===== src/rtl/ssc_pkg.sv =====
// constants, register map and field layout of the clock synchronous serial channel
// Summary of operation
// - mode field picks synchronous operation; any other value idles the channel
// - every frame is exactly eight data bits
// - internal clock is source over 2(n+1), driven out
// - clock select one takes clock from pin
// - transmit needs enable set and buffer loaded
// - receive needs receive enable, transmit enable, loaded buffer
// - transmit interrupt on load or on send end
// - receive interrupt when frame reaches receive buffer
// - overrun when new frame beats buffer read
// - overrun overwrites buffer, receive request unchanged
// - polarity bit selects driving and sampling edge
// - bit order select: bit 0 or 7 first
// - data pin high or floating before first transfer
// - receive-only still shifts dummy data out
// - internal clock out on one of two pins
// - continuous mode: buffer read re-arms reception
package ssc_pkg;
  localparam int unsigned ADDR_W        = 8;
  localparam logic [7:0]  OFS_MODE      = 8'h00;
  localparam logic [7:0]  OFS_CTRL      = 8'h04;
  localparam logic [7:0]  OFS_CTRL2     = 8'h08;
  localparam logic [7:0]  OFS_BRG       = 8'h0C;
  localparam logic [7:0]  OFS_TXBUF     = 8'h10;
  localparam logic [7:0]  OFS_RXBUF     = 8'h14;
  localparam logic [7:0]  OFS_ISTAT     = 8'h18;
  localparam logic [7:0]  OFS_IMASK     = 8'h1C;
  // mode register fields
  localparam int unsigned MODE_SMD_LO   = 0;
  localparam int unsigned MODE_EXT      = 3;
  localparam int unsigned MODE_PSEL_LO  = 4;
  localparam int unsigned MODE_POL      = 6;
  localparam int unsigned MODE_MSB      = 7;
  // control register fields
  localparam int unsigned CTRL_TXEN     = 0;
  localparam int unsigned CTRL_TXEMPTY  = 1;
  localparam int unsigned CTRL_RXEN     = 2;
  localparam int unsigned CTRL_RXFULL   = 3;
  localparam int unsigned CTRL_OD       = 4;
  // control register 2 fields
  localparam int unsigned CTRL2_TXCAUSE = 0;
  localparam int unsigned CTRL2_CONT    = 2;
  localparam int unsigned CTRL2_MULTI   = 4;
  localparam int unsigned CTRL2_ALT     = 5;
  // interrupt status and mask bits
  localparam int unsigned IRQ_TX        = 0;
  localparam int unsigned IRQ_RX        = 1;
  localparam int unsigned IRQ_OVR       = 2;
  localparam int unsigned IRQ_W         = 3;
  // mode field encoding for clock synchronous operation
  localparam logic [2:0]  SMD_SYNC      = 3'h1;
  // count source prescaler terminal counts: f1, f8, f32, f64
  localparam logic [5:0]  PRE_T1        = 6'h00;
  localparam logic [5:0]  PRE_T8        = 6'h07;
  localparam logic [5:0]  PRE_T32       = 6'h1F;
  localparam logic [5:0]  PRE_T64       = 6'h3F;
  localparam logic [2:0]  LAST_BIT      = 3'h7;
  localparam logic [1:0]  RESP_OKAY     = 2'h0;
  localparam logic [1:0]  RESP_DECERR   = 2'h3;
endpackage : ssc_pkg


===== src/rtl/ssc_top.sv =====
// clock synchronous serial channel with an AXI4-Lite register slave
`timescale 1ns/10ps
module ssc_top (
  // clock and reset
  input  wire logic                      mclk_in,
  input  wire logic                      arst_n_in,
  // axi4-lite write address and data
  input  wire logic                      s_axi_awvalid_in,
  output logic                           s_axi_awready_out,
  input  wire logic [ssc_pkg::ADDR_W-1:0] s_axi_awaddr_in,
  input  wire logic                      s_axi_wvalid_in,
  output logic                           s_axi_wready_out,
  input  wire logic [31:0]               s_axi_wdata_in,
  input  wire logic [3:0]                s_axi_wstrb_in,
  // axi4-lite write response
  output logic                           s_axi_bvalid_out,
  input  wire logic                      s_axi_bready_in,
  output logic [1:0]                     s_axi_bresp_out,
  // axi4-lite read
  input  wire logic                      s_axi_arvalid_in,
  output logic                           s_axi_arready_out,
  input  wire logic [ssc_pkg::ADDR_W-1:0] s_axi_araddr_in,
  output logic                           s_axi_rvalid_out,
  input  wire logic                      s_axi_rready_in,
  output logic [31:0]                    s_axi_rdata_out,
  output logic [1:0]                     s_axi_rresp_out,
  // transfer clock pin, two-way
  input  wire logic                      transfer_clock_pin_in,
  output logic                           transfer_clock_pin_out,
  output logic                           transfer_clock_pin_oe_out,
  // alternate clock output pin
  output logic                           alternate_clock_out_pin_out,
  output logic                           alternate_clock_out_pin_oe_out,
  // serial data pins
  input  wire logic                      serial_data_in_pin_in,
  output logic                           serial_data_out_pin_out,
  output logic                           serial_data_out_pin_oe_out,
  // interrupt
  output logic                           irq_out
);

  typedef struct packed {
    logic [2:0]  smd;
    logic        ext;
    logic [1:0]  psel;
    logic        pol;
    logic        msb;
    logic        tx_en;
    logic        tx_empty;
    logic        rx_en;
    logic        rx_full;
    logic        od;
    logic        tx_cause;
    logic        cont;
    logic        multi;
    logic        alt;
    logic [7:0]  brg;
    logic [7:0]  txbuf;
    logic [7:0]  rxbuf;
    logic [2:0]  sts;
    logic [2:0]  msk;
    logic        busy;
    logic        rx_act;
    logic        armed;
    logic [7:0]  txsh;
    logic [7:0]  rxsh;
    logic [2:0]  bitcnt;
    logic [5:0]  pre;
    logic [7:0]  hcnt;
    logic        lvl;
    logic        sdo;
    logic [2:0]  clk_sy;
    logic [2:0]  din_sy;
    logic        filt;
    logic        din;
    logic        aw_got;
    logic        w_got;
    logic [7:0]  awaddr;
    logic [7:0]  wdata;
    logic        wstb;
    logic        awready;
    logic        wready;
    logic        bvalid;
    logic [1:0]  bresp;
    logic        arready;
    logic        rvalid;
    logic [1:0]  rresp;
    logic [31:0] rdata;
    logic        tclk_out;
    logic        tclk_oe;
    logic        aclk_out;
    logic        aclk_oe;
    logic        sdo_out;
    logic        sdo_oe;
    logic        irq;
  } ssc_state_t;

  ssc_state_t st_r;
  ssc_state_t st_nxt;
  logic       lead;
  logic       trail;
  logic       done;
  logic       start;
  logic       rd_rx;
  logic       wr_go;
  logic       tick;
  logic       ext_edge;
  logic       sync_md;
  logic       idle;

  function automatic ssc_state_t rst_val();
    rst_val          = '0;
    rst_val.tx_empty = 1'h1;
    rst_val.lvl      = 1'h1;
    rst_val.sdo      = 1'h1;
    rst_val.filt     = 1'h1;
    rst_val.clk_sy   = '1;
    rst_val.awready  = 1'h1;
    rst_val.wready   = 1'h1;
    rst_val.arready  = 1'h1;
    rst_val.tclk_out = 1'h1;
    rst_val.aclk_out = 1'h1;
    rst_val.sdo_out  = 1'h1;
  endfunction : rst_val

  function automatic logic mapped(input logic [7:0] a);
    mapped = (a == ssc_pkg::OFS_MODE)  || (a == ssc_pkg::OFS_CTRL)  ||
             (a == ssc_pkg::OFS_CTRL2) || (a == ssc_pkg::OFS_BRG)   ||
             (a == ssc_pkg::OFS_TXBUF) || (a == ssc_pkg::OFS_RXBUF) ||
             (a == ssc_pkg::OFS_ISTAT) || (a == ssc_pkg::OFS_IMASK);
  endfunction : mapped

  // the same shifter serves both directions so send and receive order always match
  function automatic logic [7:0] shift_in(input logic [7:0] sh, input logic b,
                                          input logic msb);
    shift_in = msb ? {sh[6:0], b} : {b, sh[7:1]};
  endfunction : shift_in

  function automatic logic [31:0] rd_word(input logic [7:0] a, input ssc_state_t s);
    rd_word = 32'h0000_0000;
    unique case (a)
      ssc_pkg::OFS_MODE:  rd_word[7:0] = {s.msb, s.pol, s.psel, s.ext, s.smd};
      ssc_pkg::OFS_CTRL:  rd_word[4:0] = {s.od, s.rx_full, s.rx_en, s.tx_empty, s.tx_en};
      ssc_pkg::OFS_CTRL2: rd_word[5:0] = {s.alt, s.multi, 1'h0, s.cont, 1'h0, s.tx_cause};
      ssc_pkg::OFS_BRG:   rd_word[7:0] = s.brg;
      ssc_pkg::OFS_TXBUF: rd_word[7:0] = s.txbuf;
      ssc_pkg::OFS_RXBUF: rd_word[7:0] = s.rxbuf;
      ssc_pkg::OFS_ISTAT: rd_word[2:0] = s.sts;
      ssc_pkg::OFS_IMASK: rd_word[2:0] = s.msk;
      default:            rd_word = 32'h0000_0000;
    endcase
  endfunction : rd_word

  always_comb begin
    st_nxt   = st_r;
    lead     = 1'h0;
    trail    = 1'h0;
    done     = 1'h0;
    start    = 1'h0;
    rd_rx    = 1'h0;
    sync_md  = (st_r.smd == ssc_pkg::SMD_SYNC);
    idle     = ~st_r.pol;
    // pin inputs pass three flops; a change counts when the last two agree
    st_nxt.clk_sy = {st_r.clk_sy[1:0], transfer_clock_pin_in};
    st_nxt.din_sy = {st_r.din_sy[1:0], serial_data_in_pin_in};
    if (st_r.din_sy[1] == st_r.din_sy[2]) begin
      st_nxt.din = st_r.din_sy[2];
    end
    ext_edge = (st_r.clk_sy[1] == st_r.clk_sy[2]) && (st_r.clk_sy[2] != st_r.filt);
    if (st_r.clk_sy[1] == st_r.clk_sy[2]) begin
      st_nxt.filt = st_r.clk_sy[2];
    end
    // count source prescaler
    unique case (st_r.psel)
      2'h0: tick = (st_r.pre >= ssc_pkg::PRE_T1);
      2'h1: tick = (st_r.pre >= ssc_pkg::PRE_T8);
      2'h2: tick = (st_r.pre >= ssc_pkg::PRE_T32);
      2'h3: tick = (st_r.pre >= ssc_pkg::PRE_T64);
    endcase
    st_nxt.pre = tick ? 6'h00 : 6'(st_r.pre + 6'h01);
    // read channel; a receive buffer read frees it before any frame lands
    if (s_axi_arvalid_in && st_r.arready) begin
      st_nxt.arready = 1'h0;
      st_nxt.rvalid  = 1'h1;
      st_nxt.rresp   = mapped(s_axi_araddr_in) ? ssc_pkg::RESP_OKAY : ssc_pkg::RESP_DECERR;
      st_nxt.rdata   = rd_word(s_axi_araddr_in, st_r);
      rd_rx          = (s_axi_araddr_in == ssc_pkg::OFS_RXBUF);
    end
    if (st_r.rvalid && s_axi_rready_in) begin
      st_nxt.rvalid  = 1'h0;
      st_nxt.arready = 1'h1;
    end
    if (rd_rx) begin
      st_nxt.rx_full = 1'h0;
      if (st_r.cont && st_r.rx_en) begin
        st_nxt.armed = 1'h1;
      end
    end
    // write channels, address and data accepted in either order
    if (s_axi_awvalid_in && st_r.awready) begin
      st_nxt.aw_got  = 1'h1;
      st_nxt.awready = 1'h0;
      st_nxt.awaddr  = s_axi_awaddr_in;
    end
    if (s_axi_wvalid_in && st_r.wready) begin
      st_nxt.w_got  = 1'h1;
      st_nxt.wready = 1'h0;
      st_nxt.wdata  = s_axi_wdata_in[7:0];
      st_nxt.wstb   = s_axi_wstrb_in[0];
    end
    wr_go = st_r.aw_got && st_r.w_got && !st_r.bvalid;
    if (wr_go) begin
      st_nxt.aw_got = 1'h0;
      st_nxt.w_got  = 1'h0;
      st_nxt.bvalid = 1'h1;
      st_nxt.bresp  = mapped(st_r.awaddr) ? ssc_pkg::RESP_OKAY : ssc_pkg::RESP_DECERR;
      // clear before the engine so a same-cycle event still sets its bit
      if (st_r.wstb && st_r.awaddr == ssc_pkg::OFS_ISTAT) begin
        st_nxt.sts = st_r.sts & ~st_r.wdata[ssc_pkg::IRQ_W-1:0];
      end
    end
    if (st_r.bvalid && s_axi_bready_in) begin
      st_nxt.bvalid  = 1'h0;
      st_nxt.awready = 1'h1;
      st_nxt.wready  = 1'h1;
    end
    // shift engine
    if (!sync_md) begin
      st_nxt.busy = 1'h0;
      st_nxt.sdo  = 1'h1;
      st_nxt.lvl  = idle;
    end else if (!st_r.busy) begin
      st_nxt.lvl = idle;
      if (st_r.tx_en && (!st_r.tx_empty || (st_r.armed && st_r.rx_en)) &&
          (!st_r.ext || st_r.filt == idle)) begin
        start          = 1'h1;
        st_nxt.busy    = 1'h1;
        st_nxt.rx_act  = st_r.rx_en;
        st_nxt.armed   = 1'h0;
        st_nxt.txsh    = st_r.txbuf;
        st_nxt.bitcnt  = 3'h0;
        st_nxt.hcnt    = 8'h00;
        if (!st_r.tx_empty) begin
          st_nxt.tx_empty = 1'h1;
          if (!st_r.tx_cause) begin
            st_nxt.sts[ssc_pkg::IRQ_TX] = 1'h1;
          end
        end
      end
    end else begin
      if (st_r.ext) begin
        lead  = ext_edge && (st_r.filt == idle);
        trail = ext_edge && (st_r.filt != idle);
      end else if (tick) begin
        if (st_r.hcnt == st_r.brg) begin
          st_nxt.hcnt = 8'h00;
          st_nxt.lvl  = ~st_r.lvl;
          lead        = (st_r.lvl == idle);
          trail       = (st_r.lvl != idle);
        end else begin
          st_nxt.hcnt = 8'(st_r.hcnt + 8'h01);
        end
      end
      // leading edge drives, trailing edge samples
      if (lead) begin
        st_nxt.sdo  = st_r.msb ? st_r.txsh[7] : st_r.txsh[0];
        st_nxt.txsh = shift_in(st_r.txsh, 1'h1, st_r.msb);
      end
      if (trail) begin
        st_nxt.rxsh   = shift_in(st_r.rxsh, st_r.din, st_r.msb);
        st_nxt.bitcnt = 3'(st_r.bitcnt + 3'h1);
        if (st_r.bitcnt == ssc_pkg::LAST_BIT) begin
          done        = 1'h1;
          st_nxt.busy = 1'h0;
          if (st_r.tx_cause) begin
            st_nxt.sts[ssc_pkg::IRQ_TX] = 1'h1;
          end
          if (st_r.rx_act) begin
            st_nxt.rxbuf = shift_in(st_r.rxsh, st_r.din, st_r.msb);
            if (st_nxt.rx_full) begin
              st_nxt.sts[ssc_pkg::IRQ_OVR] = 1'h1;
            end else begin
              st_nxt.rx_full              = 1'h1;
              st_nxt.sts[ssc_pkg::IRQ_RX] = 1'h1;
            end
          end
        end
      end
    end
    // register writes land after the engine so a buffer write is never lost
    if (wr_go && st_r.wstb) begin
      unique case (st_r.awaddr)
        ssc_pkg::OFS_MODE: begin
          st_nxt.smd  = st_r.wdata[ssc_pkg::MODE_SMD_LO +: 3];
          st_nxt.ext  = st_r.wdata[ssc_pkg::MODE_EXT];
          st_nxt.psel = st_r.wdata[ssc_pkg::MODE_PSEL_LO +: 2];
          st_nxt.pol  = st_r.wdata[ssc_pkg::MODE_POL];
          st_nxt.msb  = st_r.wdata[ssc_pkg::MODE_MSB];
        end
        ssc_pkg::OFS_CTRL: begin
          st_nxt.tx_en = st_r.wdata[ssc_pkg::CTRL_TXEN];
          st_nxt.rx_en = st_r.wdata[ssc_pkg::CTRL_RXEN];
          st_nxt.od    = st_r.wdata[ssc_pkg::CTRL_OD];
        end
        ssc_pkg::OFS_CTRL2: begin
          st_nxt.tx_cause = st_r.wdata[ssc_pkg::CTRL2_TXCAUSE];
          st_nxt.cont     = st_r.wdata[ssc_pkg::CTRL2_CONT];
          st_nxt.multi    = st_r.wdata[ssc_pkg::CTRL2_MULTI];
          st_nxt.alt      = st_r.wdata[ssc_pkg::CTRL2_ALT];
        end
        ssc_pkg::OFS_BRG:   st_nxt.brg = st_r.wdata;
        ssc_pkg::OFS_TXBUF: begin
          st_nxt.txbuf    = st_r.wdata;
          st_nxt.tx_empty = 1'h0;
        end
        ssc_pkg::OFS_IMASK: st_nxt.msk = st_r.wdata[ssc_pkg::IRQ_W-1:0];
        default: ;
      endcase
    end
    // pins; the second clock pin only works with the internal clock
    st_nxt.tclk_out = st_nxt.lvl;
    st_nxt.aclk_out = st_nxt.lvl;
    st_nxt.tclk_oe  = (st_nxt.smd == ssc_pkg::SMD_SYNC) && !st_nxt.ext &&
                      !(st_nxt.multi && st_nxt.alt);
    st_nxt.aclk_oe  = (st_nxt.smd == ssc_pkg::SMD_SYNC) && !st_nxt.ext &&
                      st_nxt.multi && st_nxt.alt;
    st_nxt.sdo_out  = st_nxt.sdo;
    st_nxt.sdo_oe   = (st_nxt.smd == ssc_pkg::SMD_SYNC) && (!st_nxt.od || !st_nxt.sdo);
    st_nxt.irq      = |(st_nxt.sts & st_nxt.msk);
  end

  always_ff @(posedge mclk_in or negedge arst_n_in) begin
    if (!arst_n_in) begin
      st_r <= rst_val();
    end else begin
      st_r <= st_nxt;
    end
  end

  assign s_axi_awready_out              = st_r.awready;
  assign s_axi_wready_out               = st_r.wready;
  assign s_axi_bvalid_out               = st_r.bvalid;
  assign s_axi_bresp_out                = st_r.bresp;
  assign s_axi_arready_out              = st_r.arready;
  assign s_axi_rvalid_out               = st_r.rvalid;
  assign s_axi_rdata_out                = st_r.rdata;
  assign s_axi_rresp_out                = st_r.rresp;
  assign transfer_clock_pin_out         = st_r.tclk_out;
  assign transfer_clock_pin_oe_out      = st_r.tclk_oe;
  assign alternate_clock_out_pin_out    = st_r.aclk_out;
  assign alternate_clock_out_pin_oe_out = st_r.aclk_oe;
  assign serial_data_out_pin_out        = st_r.sdo_out;
  assign serial_data_out_pin_oe_out     = st_r.sdo_oe;
  assign irq_out                        = st_r.irq;
endmodule : ssc_top


===== config.mk =====
export PLATFORM = sky130hd
export DESIGN_NAME = ssc_top
export DESIGN_NICKNAME = d
export VERILOG_FILES = /design/src/rtl/ssc_pkg.sv /design/src/rtl/ssc_top.sv
export SDC_FILE = /design/constraint.sdc
export NUM_CORES = 1
export LEC_CHECK = 0
export BUFFER_PORTS_ARGS = -buffer_cell sky130_fd_sc_hd__buf_4
export CAP_MARGIN = 20
export CORE_UTILIZATION = 40
export CTS_BUF_LIST = sky130_fd_sc_hd__clkbuf_4 sky130_fd_sc_hd__clkbuf_8 sky130_fd_sc_hd__clkbuf_16
export DETAILED_ROUTE_END_ITERATION = 6
export PLACE_DENSITY_LB_ADDON = 0.12
export SKIP_CTS_REPAIR_TIMING = 1
export SLEW_MARGIN = 10
export SYNTH_ARGS = -nofsm -noshare
export SYNTH_HDL_FRONTEND = slang
export SYNTH_SLANG_ARGS = --single-unit

===== constraint.sdc =====
create_clock -name mclk_in -period 3.2 [get_ports mclk_in]
set_input_delay 0.8 -clock mclk_in [delete_from_list [all_inputs] [get_ports mclk_in]]
set_output_delay 0.8 -clock mclk_in [all_outputs]
set_load 0.02 [all_outputs]

# Word level (Yosys, flattened, before mapping)
# Cells that the tools add are included.
word_totals:
  reg_bits: 133
  latch_bits: 0
  ramBits: 0
  rom_bits: 0
  in_bits: 61
  out_inout_bits: 48
  wordCells: 257
  memories: 0
classes:
  addsub: 3
  multipliers: 0
  n_div: 0
  order_cmp: 4
  eq_ne: 35
  shift: 0
  n_mux: 90
  bitwise_logic: 6
  reduce_logical: 69
ops:
  columns: ["cell", "count"]
  rows:
  - ["$mux 8", 10]
  - ["$eq 8x5->1 const B", 8]
  - ["$mux 1", 46]
  - ["$mux 36", 1]
  - ["$mux 11", 3]
  - ["$mux 3", 11]
  - ["$eq 8x4->1 const B", 4]
  - ["$mux 9", 3]
  - ["$pmux 3 s8", 1]
  - ["$logic_and 1x1->1", 22]
  - ["$mux 21", 1]
  - ["$mux 20", 1]
  - ["$logic_or 1x1->1", 17]
  - ["$eq 8x3->1 const B", 2]
  - ["$logic_not 8->1", 2]
  - ["$reduce_and 3->1", 5]
  - ["$mux 2", 7]
  - ["$reduce_bool 2->1", 7]
  - ["$pmux 2 s6", 1]
  - ["$reduce_and 2->1", 5]
  - ["$add 8x1->8 const B", 1]
  - ["$eq 8x8->1", 1]
  - ["$pmux 2 s4", 1]
  - ["$logic_not 1->1", 7]
  - ["27 further kinds", 40]

# Longest topological paths before layout
# Gate-level depths: netlist of the first run.
logic_depth:
  depth_word: 13
  mapped_depth: 9
  mapped_depth_nobuf: 8

# Worst setup path after synthesis of the first run
# Ideal clock, no wire load.
synth_path:
  kind: "register -> register"
  startpoint: "register st_r[85] (netlist bit)"
  endpoint: "register st_r[119] (netlist bit)"
  setup_time_ns: 0.128
  arrival_time_ns: 2.133
  required_time_ns: 3.072
  path_slack_ns: 0.939
  stages_incl_launch_ff: 9
  path_buffers: 1
  synth_period_minus_slack_ns: 2.261
  cell_sequence: "dfrtp_1 -> ha_1 -> nand4_1 -> a211oi_2 -> o221ai_2 -> o32ai_2 -> and3_1 -> buf_4 -> mux2_1"
synth_between:
  elab_chain_cells: 7
  word_cells_on_any_way: 10
  classes_between: "4 x order compare; 5 x mux; 1 x reduce/logical"
synth_rtl:
  columns: ["element", "line_no", "source"]
  rows:
  - ["from (decl)", "ssc_top.sv:98", "ssc_state_t st_r;"]
  - ["from (signal assigned)", "ssc_top.sv:334", "st_r <= rst_val();"]
  - ["from (signal assigned)", "ssc_top.sv:336", "st_r <= st_nxt;"]
  - ["$ge 6x6->1 (tied with other cells)", "ssc_top.sv:178", "2'h3: tick = (st_r.pre >= ssc_pkg::PRE_T64);"]
  - ["$pmux 1 s4 *", "ssc_top.sv:174", "unique case (st_r.psel)"]
  - ["$mux 1 *", "ssc_top.sv:254", "end else if (tick) begin"]
  - ["$mux 1 *", "ssc_top.sv:251", "if (st_r.ext) begin"]
  - ["$mux 1 *", "ssc_top.sv:232", "end else if (!st_r.busy) begin"]
  - ["$mux 1 *", "ssc_top.sv:228", "if (!sync_md) begin"]
  - ["$reduce_and 5->1 (no source line) *", null, null]
# Every way passes the cells marked *; elsewhere a longest branch is shown, timed or not. The select of a mux whose other input is x is not followed.
# A chain may end at the register's enable or synchronous reset.

# Final worst setup path of the first run
layout_path:
  startpoint: "register st_r[85] (netlist bit)"
  endpoint: "register st_r[124] (netlist bit)"
# The elaborated chain is that of the path after synthesis.

==> run summary, run 1 <==
The routing usage on met1 is 25.4%. TritonCTS built the clock tree. The final hold violation count is 0.

The type of the setup path with the least slack is reg -> reg. The number of iterations in the first detailed-routing pass is 4. In the routed layout, each cell is associated on average with a via count of 5.08. The clock network latency to the later pin of the worst-skew pair came out at 0.41 ns. In the synthesized netlist the dominant register cell turns out to be sky130_fd_sc_hd__dfrtp_1. The core region is 15900 sq um. The proportion of synthesized chip area in sequential cells came out at 50.3%. The count of standard-cell rows is 46.

Setup repair after global routing left no endpoint under its margin. The share of layout cells above drive strength 1 is 32.5%. The setup slack at placement came out at 0.556 ns. The count of unique library cells instantiated by Yosys is 62. The routed layout has 4336 vias. The flow ran to the end, and the final reports show no timing, DRC or antenna violations. The post-CTS clock slew at the launch and capture registers of the worst setup and hold paths came out at 0.06 ns. The slowest stage of the critical path is the sky130_fd_sc_hd__and3_1 cell. The worst slew slack as a fraction of its limit came out at 43.2%. STA puts the critical path data arrival time at 2.92 ns. Max-cap violations in this run came to 0.

The worst setup path is captured at a register. Timing would allow up to 380 MHz. The max-slew violation count came to 0. The net count reported at finish came out at 690. In this run the worst hold path is classified as reg -> reg. The clock sink count is 131. The maximum number of pins on one net before global-route repair is 52. The post-detailed-route count of antenna-violating nets is 0. Summed over all cells, the static leakage comes to 0.00358 uW. The stage delay of the slowest cell on the critical path came out at 0.47 ns. In the final routed layout, each cell accounts on average for 17.1 um. The global-route met2 utilization is 29.6%. Power spread over the standard cell area amounts to 635 nW/um^2. The fraction of registers with async set/reset is 100%. The final global-route overflow total came out at 0. The total setup violations reported at the end of the flow came out at 0. Buffers inserted during clock tree synthesis total 17. The synthesized flop and latch total came out at 131. The via count of the first global-routing pass is 4411. The first global-routing pass estimated 23400 um of wire. The width of the die is 130 um. In this run the clock root is driven by a sky130_fd_sc_hd__clkbuf_16. The aggregate global-route resource usage is 18.7%. The H-tree depth reported by CTS is 4. The number of warning messages in the yosys log came out at 0. Summing every instance area after synthesis gives 6540 sq um.

The library cell used most frequently in the layout, excluding fill and tap cells, is sky130_fd_sc_hd__dfrtp_1. The worst path required time is 3.49 ns. The initial antenna violation count is 0. The final weighted congestion in routability-driven placement came out at 0.807.

The top cell types in the final layout, fill and taps aside, are 121 x sky130_fd_sc_hd__dfrtp_1, 80 x sky130_fd_sc_hd__mux2_2, 65 x sky130_fd_sc_hd__nand2_1. The worst setup skew after layout is 0.00721 ns. The effective utilization at floorplan is 41.0%. Summed over all layers, the routed wires come to 14600 um. The instance count of the mapped netlist is 574. Across all setup checks in the final design, the least slack found is 0.568 ns. The most utilized layer in the global route result is met2. The startpoint kind of the worst setup timing path is a register. The slew of the pin with the lowest slew margin is 0.852 ns. After routing, the total negative slack on setup checks comes to 0 ns. The half-perimeter wire length after detailed placement is 10700 um. The number of buffer cells added on primary ports came out at 57.

The floorplan step set the die height to 130 um. The post-route clock period utilization came out at 82.2%. The die outline area came out at 16900 sq um. The repair_antennas step left the layout with diodes totalling 0. The mean post-synth cell area is 11.4 sq um. The critical-path maximum fanout is 9. The deepest clock path buffer count is 2. The number of enable-type register cells in the synthesized netlist is 0.

The maximum vdd drop came out at 0.000427 V. The overall power of the completed layout came out at 4900 uW. The worst path in the final design needs a cycle of 2.63 ns, including I/O delays and setup.

For this run, global-route usage on met3 was measured as 4.84%. The area growth from synthesis to layout came out at 17.9%. The remaining design rule violation count came out at 0. The critical path goes through ha_1, nand4_1, a211oi_2, o221ai_2, o32ai_2, and3_1, mux2_1. The number of placed I/O pins came out at 109.

The detailed router finished its first iteration with 237 violations.
-- synth_stat cells (2+ instances only) --
library cell / n / area share (%)
sky130_fd_sc_hd__o31ai_1: 2 / 0.23
sky130_fd_sc_hd__nor4_4: 3 / 0.98
sky130_fd_sc_hd__mux4_2: 5 / 1.7
sky130_fd_sc_hd__inv_1: 13 / 0.75
sky130_fd_sc_hd__nor4_1: 2 / 0.19
sky130_fd_sc_hd__xor2_1: 11 / 1.5
sky130_fd_sc_hd__dfstp_2: 10 / 4.0
sky130_fd_sc_hd__nand4_1: 3 / 0.29
sky130_fd_sc_hd__o21ai_0: 46 / 3.5
sky130_fd_sc_hd__buf_4: 39 / 4.5
sky130_fd_sc_hd__mux2i_1: 15 / 2.3
sky130_fd_sc_hd__nor2b_1: 7 / 0.67
sky130_fd_sc_hd__o32a_1: 2 / 0.31
sky130_fd_sc_hd__nand2b_1: 4 / 0.38
sky130_fd_sc_hd__xnor2_1: 4 / 0.54
sky130_fd_sc_hd__o21a_1: 3 / 0.34
sky130_fd_sc_hd__nor3b_1: 2 / 0.23
sky130_fd_sc_hd__nand2_1: 65 / 3.7
sky130_fd_sc_hd__dfrtp_1: 121 / 46
sky130_fd_sc_hd__and2_1: 5 / 0.48
sky130_fd_sc_hd__clkbuf_1: 13 / 0.75
sky130_fd_sc_hd__mux2_2: 80 / 14
sky130_fd_sc_hd__mux2_1: 8 / 1.4
sky130_fd_sc_hd__nand3b_1: 3 / 0.34
sky130_fd_sc_hd__nor2_1: 23 / 1.3
sky130_fd_sc_hd__a21boi_0: 2 / 0.23
sky130_fd_sc_hd__a21oi_1: 11 / 0.84
sky130_fd_sc_hd__ha_1: 5 / 0.96
sky130_fd_sc_hd__a22oi_1: 4 / 0.46
sky130_fd_sc_hd__a31oi_1: 4 / 0.38
sky130_fd_sc_hd__o211ai_1: 2 / 0.23
sky130_fd_sc_hd__and3_1: 4 / 0.38
sky130_fd_sc_hd__nand3_1: 14 / 1.1
sky130_fd_sc_hd__maj3_1: 2 / 0.31
sky130_fd_sc_hd__nor3_1: 9 / 0.69
sky130_fd_sc_hd__buf_2: 2 / 0.15
-- report_power, final --
part	switching, uW	leakage (uW)	internal (uW)
sequential	269	0.00173	1850
clock	726	0.000323	1450
combinational	317	0.00153	288
-- sequential cells by signal, summed over array words and instances, names as in the netlist --
| signal | cells |
|---|---|
| s_axi_rvalid_out | 1 |
| s_axi_bvalid_out | 1 |
| s_axi_awready_out | 1 |
| alternate_clock_out_pin_oe_out | 1 |
| s_axi_rdata_out | 8 |
| s_axi_rresp_out | 1 |
| serial_data_out_pin_out | 1 |
| s_axi_wready_out | 1 |
| alternate_clock_out_pin_out | 1 |
| serial_data_out_pin_oe_out | 1 |
| s_axi_bresp_out | 1 |
| st_nxt | 4 |
| st_r | 106 |
| irq_out | 1 |
| s_axi_arready_out | 1 |
| transfer_clock_pin_oe_out | 1 |
-- final cells by class --
cell class                      instances  area (sq um)
Clock buffer                           20           467
Clock inverter                         12           201
Fill cell                            1468          8240
Inverter                               13          48.8
Multi-Input combinational cell        398          2930
Sequential cell                       131          3290
Tap cell                              216           270
Timing Repair Buffer                   63           498
-- per-stage QoR --
| stage | hold slack (ns) | instances | cell area [sq um] | utilization [%] |
|---|---|---|---|---|
| finish | 0.344 | 853 | 7700 | 48.3 |
| floorplan | 0.331 | 597 | 6620 | - |
| global placement | 0.337 | 821 | 7040 | 44.1 |
| CTS | 0.346 | 853 | 7700 | 48.3 |
| global route | 0.349 | 853 | 7700 | 48.3 |
| detailed placement | 0.338 | 821 | 7040 | 44.1 |
-- path summary, 6_finish.rpt --
check	to	cells past startpoint	from	slack, ns
worst min register to register	st_nxt[71]	0	st_nxt[70]	0.34
worst min-delay path	st_nxt[71]	0	st_nxt[70]	0.34
min in group asynchronous	st_r[152]	1	arst_n_in	0.38
worst max-delay path	st_r[124]	7	st_r[85]	0.57
max in group asynchronous	s_axi_arready_out	2	arst_n_in	2.12
worst max register to register	st_r[124]	7	st_r[85]	0.57
-- critical path: cells and delay by family, from the launching register on --
| kind | cells | cell delay [ns] |
|---|---|---|
| muxes | 1 | 0.37 |
| AOI/OAI and AO/OA | 3 | 0.88 |
| and+or+nand+nor | 2 | 0.64 |
| adders and majority gates | 1 | 0.24 |
| DFF | 1 | 0.39 |
-- cells by family after synthesis --
| kind of cell | synth area share, % |
|---|---|
| AOI/OAI and AO/OA | 9.02 |
| xor gates and xnor gates | 2.01 |
| adders and majority gates | 1.26 |
| buffers and inverters | 6.18 |
| DFF | 50.3 |
| muxes | 19.2 |
| other | 0.0574 |
| and+or+nand+nor | 11.9 |
-- metal layers --
layer	wire, um	part of all wire [%]	vias up
met1	7090	49	2160
met5	0	0	-
met3	525	3.6	7
met2	6850	47	90
li1	-	-	2079
met4	104	0.71	0
Note: power is estimated with default switching activity, not from simulation.
==> run 2, diff against run 1 <==
ABC_AREA = 1   (was not set)
clock period = 2.3 ns   (was 3.2 ns; I/O delays follow)
==> run summary, run 2 <==
The area used by multi-input combinational logic was 2550 sq um (-13%). The setup slack at placement is 0.0814 ns (-0.474 ns). The synthesized flop and latch total came out at 131 (unchanged). The flow ran to the end, and the final reports show no timing, DRC or antenna violations. The floorplan die height is 130 um (-0.14%). The compound-cell area share of the yosys netlist is 15.0% (+5.9 points). The width of the die came out at 130 um (-0.14%). The final period demand of the worst path is 2.07 ns (-0.563 ns). The worst slew slack as a fraction of its limit is 60.9% (+18 points).

The cell area power density came out at 978 nW/um^2 (+54%). The flip-flop count of the largest register, all copies and words added is 106 (unchanged). The worst setup path is captured at a register. Clock tree synthesis selected as its root buffer the cell sky130_fd_sc_hd__clkbuf_16.

The post-route clock period utilization came to 89.9% (+7.7 points). The wire length of the first global-routing pass is 26000 um (+11%). The post-CTS clock slew at the launch and capture registers of the worst setup and hold paths came to 0.06 ns (about the same). The maximum number of pins on one net before global-route repair is 62 (+19%). The netlist area before placement came out at 6520 sq um (-0.29%).

The antenna diode instance count came out at 0 (unchanged). After synthesis, the largest family of logic cells by area is simple AND/OR/NAND/NOR gates. The instance count of the mapped netlist came out at 783 (+36%).

The number of warning messages in the yosys log came to 0 (unchanged). The total vias in the final route is 5304 (+22%). The worst setup skew after layout is 0.00822 ns (+0.00101 ns). The critical-path maximum fanout is 6 (-3). The fill cell total of the finished layout came out at 1533 (+4.4%). The half-perimeter wire length after detailed placement came out at 12100 um (+13%). The type of the tightest min-delay check is in -> async.

Leaving out fill and tap cells, the most frequent cell in the layout is sky130_fd_sc_hd__nand2_1. The static leakage power came out at 0.00384 uW (+7.3%). TritonCTS built the clock tree. The proportion of synthesized area in mux cells came out at 0% (-19 points). The maximum vdd drop is 0.000514 V (+21%). The final weighted congestion in routability-driven placement is 0.924 (+15%). The average vias per placed instance came out at 4.88 (-3.9%). The number of iterations in the first detailed-routing pass is 5 (+1). The total setup violations reported at the end of the flow came out at 0 (unchanged). The maximum achievable frequency is 483 MHz (+27%). The synthesized-area fraction occupied by and/or/nand/nor cells is 20.5% (+8.5 points). The number of buffers added by the clock tree synthesis step came to 17 (unchanged). In the layout the commonest cells are 182 x sky130_fd_sc_hd__nand2_1, 121 x sky130_fd_sc_hd__dfrtp_1, 103 x sky130_fd_sc_hd__inv_1. The area after detailed placement is 7120 sq um (+1.2%). The effective utilization at floorplan was 41.0% (about the same). The total length of routed wires came out at 16000 um (+9.8%). The count of max-cap constraint violations came to 0 (unchanged). The area growth from synthesis to layout came out at 20.2%. The wire length per cell after detailed routing came out at 14.7 um (-14%).

Setup repair after global routing left no endpoint under its margin. The fraction of registers with async set/reset was 100% (unchanged). More flip-flops sit in one register than any other, and that register is st_r. The via count of the first global-routing pass was 5084 (+15%). The slew of the pin with the lowest slew margin is 0.585 ns (-0.268 ns).

The proportion of synthesized chip area in sequential cells came out at 50.5% (+0.14 points). The number of enable-type register cells in the synthesized netlist is 0 (unchanged). The first-iteration detailed-routing DRC count came to 382 (+61%). The clock network latency to the later pin of the worst-skew pair was 0.42 ns (about the same).

The commonest cells after synthesis are 182 x sky130_fd_sc_hd__nand2_1, 121 x sky130_fd_sc_hd__dfrtp_1, 103 x sky130_fd_sc_hd__inv_1. The remaining design rule violation count was 0 (unchanged). The area of all sequential standard cells is 3290 sq um (unchanged). The arrival time of the worst setup path is 2.37 ns (-0.55 ns). The final hold violation count is 0 (unchanged). The H-tree depth reported by CTS came out at 4 (unchanged). The overall power of the completed layout is 7660 uW (+56%). The net count reported at finish is 923 (+34%). The mean post-synth cell area came out at 8.32 sq um (-27%). The adder-cell area share of the yosys netlist is 1.11% (-0.15 points). The core region area was 15900 sq um (-0.36%). The aggregate global-route resource usage is 20.7% (+2.0 points). The number of placed I/O pins came out at 109 (unchanged).

The most frequently used cell type in the post-synthesis netlist is sky130_fd_sc_hd__nand2_1. The count of standard-cell rows came out at 46 (unchanged). The fraction of synthesized cell area in xor and xnor cells is 1.08% (-0.93 points). The finished layout cell area is 7830 sq um (+1.7%). STA classifies the critical path startpoint as a register.

Summed over all instances, the cell type with the most area after synthesis is sky130_fd_sc_hd__dfrtp_1. The post-detailed-route count of antenna-violating nets was 0 (unchanged). The type of the setup path with the least slack is reg -> reg. The initial antenna violation count is 0 (unchanged).

The final global-route overflow total came out at 0 (unchanged). The number of buffer cells added on primary ports came out at 57 (unchanged). By area the synthesized netlist is led by sky130_fd_sc_hd__dfrtp_1 46%, sky130_fd_sc_hd__nand2_1 10%, sky130_fd_sc_hd__o21ai_0 6.1%, sky130_fd_sc_hd__inv_1 5.9%, sky130_fd_sc_hd__buf_4 4.3%. The max-slew violation count is 0 (unchanged). The share of layout cells above drive strength 1 is 19.0% (-14 points). The clock sink count is 131 (unchanged). The die outline area is 16800 sq um (-0.28%).

The top cell type's share of synthesized area is 46.5% (+0.13 points). The worst path required time is 2.60 ns (-0.89 ns). The deepest clock path buffer count is 2 (unchanged).

The aggregate negative setup slack is 0 ns (unchanged). The final worst-path setup slack came out at 0.231 ns (-0.337 ns). The main flop type after synthesis is sky130_fd_sc_hd__dfrtp_1. The count of unique library cells instantiated by Yosys is 49 (-21%).
run 2: worst max-delay path, stage by stage (launching register included):
cell and delay (ns):
sky130_fd_sc_hd__dfrtp_1 0.43, sky130_fd_sc_hd__inv_2 0.12, sky130_fd_sc_hd__nand2_1 0.06, sky130_fd_sc_hd__nand2_1 0.12, sky130_fd_sc_hd__o21ai_0 0.12, sky130_fd_sc_hd__nor2_2 0.26, sky130_fd_sc_hd__nand2_2 0.20, sky130_fd_sc_hd__nor2_1 0.22
sky130_fd_sc_hd__inv_2 0.08, sky130_fd_sc_hd__nand2_1 0.08, sky130_fd_sc_hd__inv_1 0.07, sky130_fd_sc_hd__a22o_1 0.18
run 2: layout make-up:
type | count | area share [%]
sequential | 131 | 42.0
clock buffer | 22 | 6.23
tap | 216 | 3.45
clock inverter | 10 | 2.27
inverter | 110 | 5.30
timing repair buffer | 82 | 8.23
multi-input combinational | 515 | 32.5
run 2: worst paths after layout:
path                                            start    endpoint  slack, ns  cells after the start
worst max-delay path                        st_r[153]    st_r[92]       0.23                     11
worst min-delay path                        arst_n_in    st_r[87]       0.13                      1
worst max register to register              st_r[153]    st_r[92]       0.23                     11
worst min register to register             st_nxt[70]  st_nxt[71]       0.35                      0
max in group asynchronous                   arst_n_in  st_nxt[70]       1.50                      2
min in group mclk_in            transfer_clock_pin_in  st_nxt[73]       0.26                      1
run 2: cells by family after synthesis:
| family | count (synthesis) |
|---|---|
| buffers and inverters | 160 |
| flip-flops | 131 |
| AO/OA/AOI/OAI | 166 |
| AND/OR/NAND/NOR | 311 |
| adder cells (fa/ha/maj) | 6 |
| XOR/XNOR | 8 |
| other | 1 |
run 2: metal layers:
metal | GRT usage [%] | up-vias | share of wire, %
met3 | 5.53 | 24 | 4.7
met4 | 8.89 | 0 | 2.4
met2 | 33.2 | 145 | 47
met5 | 0 | - | 0
li1 | - | 2619 | -
met1 | 26.4 | 2516 | 46
run 2: where the power goes:
| group | total, uW | switching (uW) | internal [uW] |
|---|---|---|---|
| logic | 1620 | 1060 | 558 |
| clock network | 3020 | 978 | 2040 |
| registers | 3020 | 313 | 2710 |
run 2: metrics by stage:
step	hold slack [ns]	instances	utilization (%)
finish	0.134	1086	49.3
floorplan	0.279	806	-
global route	0.165	1086	49.3
global placement	0.335	1050	44.8
CTS	0.145	1082	49.0
detailed placement	0.340	1050	44.8
==> run 3, diff against run 2 <==
PLACE_DENSITY = 0.6   (was not set)
PLACE_DENSITY_LB_ADDON = not set   (was 0.12)
==> run summary, run 3 (synthesis gave the netlist of run 2 again) <==
The run finished with clean final reports. The area growth from synthesis to layout came out at 18.7%. The worst setup skew after layout is 0.00687 ns (-0.00136 ns). TritonCTS built the clock tree. The clock sink count came to 131 (unchanged). The number of buffer cells added on primary ports came out at 57 (unchanged). The maximum vdd drop is 0.000609 V (+18%). STA classifies the critical path endpoint as a register.

The startpoint of the most critical register-to-register path is st_r[85]. The final weighted congestion in routability-driven placement is 0.876 (-5.2%). The finished layout cell area came out at 7740 sq um (-1.2%).

The total vias in the final route came out at 5171 (-2.5%). The width of the die came out at 130 um (unchanged). The critical path starts at st_r[85]. The number of iterations in the first detailed-routing pass is 5 (unchanged). The reg-to-reg critical path endpoint is st_r[82]. The wire length of the first global-routing pass is 25200 um (-3.4%).

The effective utilization at floorplan was 41.0% (unchanged). The share of layout cells above drive strength 1 is 18.3% (-0.64 points). The number of placed I/O pins is 109 (unchanged). The final period demand of the worst path came out at 2.09 ns (+0.0248 ns). The via count of the first global-routing pass came out at 4908 (-3.5%). The slack of the worst reg-to-reg path came out at 0.21 ns (-0.02 ns). The post-CTS clock slew at the launch and capture registers of the worst setup and hold paths is 0.06 ns (about the same).

The maximum number of pins on one net before global-route repair came out at 56 (-9.7%). The critical path is of the reg -> reg type. CTS placed an instance of sky130_fd_sc_hd__clkbuf_16 at the clock tree root.

The die outline area came to 16800 sq um (unchanged). The aggregate global-route resource usage is 20.1% (-0.58 points). The net count reported at finish came out at 915 (-0.87%). The final hold violation count was 0 (unchanged). The initial antenna violation count is 0 (unchanged). The static leakage power came out at 0.00377 uW (-2.0%).

The wire length per cell after detailed routing came out at 14.3 um (-3.0%). The cell area power density came out at 956 nW/um^2 (-2.2%). The aggregate negative setup slack came out at 0 ns (unchanged). The core region area came out at 15900 sq um (unchanged). The worst slew slack as a fraction of its limit came to 66.0% (+5.0 points).

STA classifies the critical path startpoint as a register. The logic depth of the worst register-to-register path came out at 13 (+2). st_r holds more flip-flops than any other register. The count of standard-cell rows is 46 (unchanged).

The post-route clock period utilization is 91.0% (+1.1 points). Setup repair after global routing left no endpoint under its margin. The total length of routed wires came out at 15400 um (-3.8%). The H-tree depth reported by CTS is 4 (unchanged). The type of the tightest min-delay check is in -> async. The arrival time of the worst setup path is 2.45 ns (+0.08 ns).

The final global-route overflow total came out at 0 (unchanged). The average vias per placed instance is 4.80 (-1.8%). The library cell used most frequently in the layout, excluding fill and tap cells, is sky130_fd_sc_hd__nand2_1. The deepest clock path buffer count came out at 2 (unchanged). The maximum achievable frequency is 478 MHz (-1.2%). The post-detailed-route count of antenna-violating nets came out at 0 (unchanged). The clock network latency to the later pin of the worst-skew pair is 0.42 ns (about the same).

The worst hold slack came to 0.0580 ns (-0.0757 ns). The area after detailed placement came out at 7080 sq um (-0.56%). The number of buffers added by the clock tree synthesis step is 17 (unchanged). The count of max-cap constraint violations is 0 (unchanged). The worst path required time came out at 2.66 ns (+0.06 ns). The floorplan die height is 130 um (unchanged). The flip-flop count of the largest register, all copies and words added came out at 106 (unchanged). The final design utilization is 48.7% (-0.60 points). The first-iteration detailed-routing DRC count was 307 (-20%). The critical-path maximum fanout came out at 10 (+4).

The top cell types in the final layout, fill and taps aside, are 182 x sky130_fd_sc_hd__nand2_1, 121 x sky130_fd_sc_hd__dfrtp_1, 103 x sky130_fd_sc_hd__inv_1. The total setup violations reported at the end of the flow came to 0 (unchanged). The max-slew violation count is 0 (unchanged).

The slew of the pin with the lowest slew margin is 0.509 ns (-0.0754 ns). The remaining design rule violation count is 0 (unchanged). The half-perimeter wire length after detailed placement was 11500 um (-4.9%). The antenna diode instance count is 0 (unchanged).
[run 3: worst max-delay path: stages, from the launching register on]
cell	delay, ns
sky130_fd_sc_hd__dfrtp_1	0.42
sky130_fd_sc_hd__ha_1	0.25
sky130_fd_sc_hd__nand2_1	0.10
sky130_fd_sc_hd__nand2_1	0.08
sky130_fd_sc_hd__nand3_1	0.08
sky130_fd_sc_hd__nand2_1	0.05
sky130_fd_sc_hd__nor2_1	0.21
sky130_fd_sc_hd__nor2_4	0.08
sky130_fd_sc_hd__inv_1	0.12
sky130_fd_sc_hd__o21ai_2	0.07
sky130_fd_sc_hd__nand2_2	0.18
sky130_fd_sc_hd__inv_1	0.13
sky130_fd_sc_hd__o31ai_1	0.09
sky130_fd_sc_hd__o21a_1	0.17
[run 3: through the flow]
stage	setup slack, ns	power (uW)	cells
6_report	0.207	7400	1078
3_5_place_dp	0.0996	4630	1043
5_1_grt	0.00233	7810	1078
3_3_place_gp	0.129	4600	1043
4_1_cts	0.0912	7450	1075
2_1_floorplan	0.425	4070	806
[run 3: worst max-delay path by stage]
stage                to
2_1_floorplan   irq_out
3_3_place_gp   st_r[92]
3_5_place_dp   st_r[92]
4_1_cts        st_r[92]
5_1_grt        st_r[80]
6_report       st_r[82]
[run 3: per-layer routing]
layer	vias up	track usage (%)	part of all wire (%)
met2	129	32.2	48
met5	-	0	0
li1	2596	-	-
met1	2426	26.4	46
met4	0	6.50	1.6
met3	20	5.53	4.9
[run 3: power by group]
group,switching (uW),total [uW],internal (uW)
registers,297,3010,2710
logic,1070,1600,525
clock network,1070,2790,1730
[run 3: final cells by class]
cell class,instances,area [sq um]
fillers,1592,8150
flip-flops and latches,131,3290
multi-input cells,515,2550
repair buffers,74,597
clock buffers,18,433
inverters,110,415
well taps,216,270
clock inverters,14,180
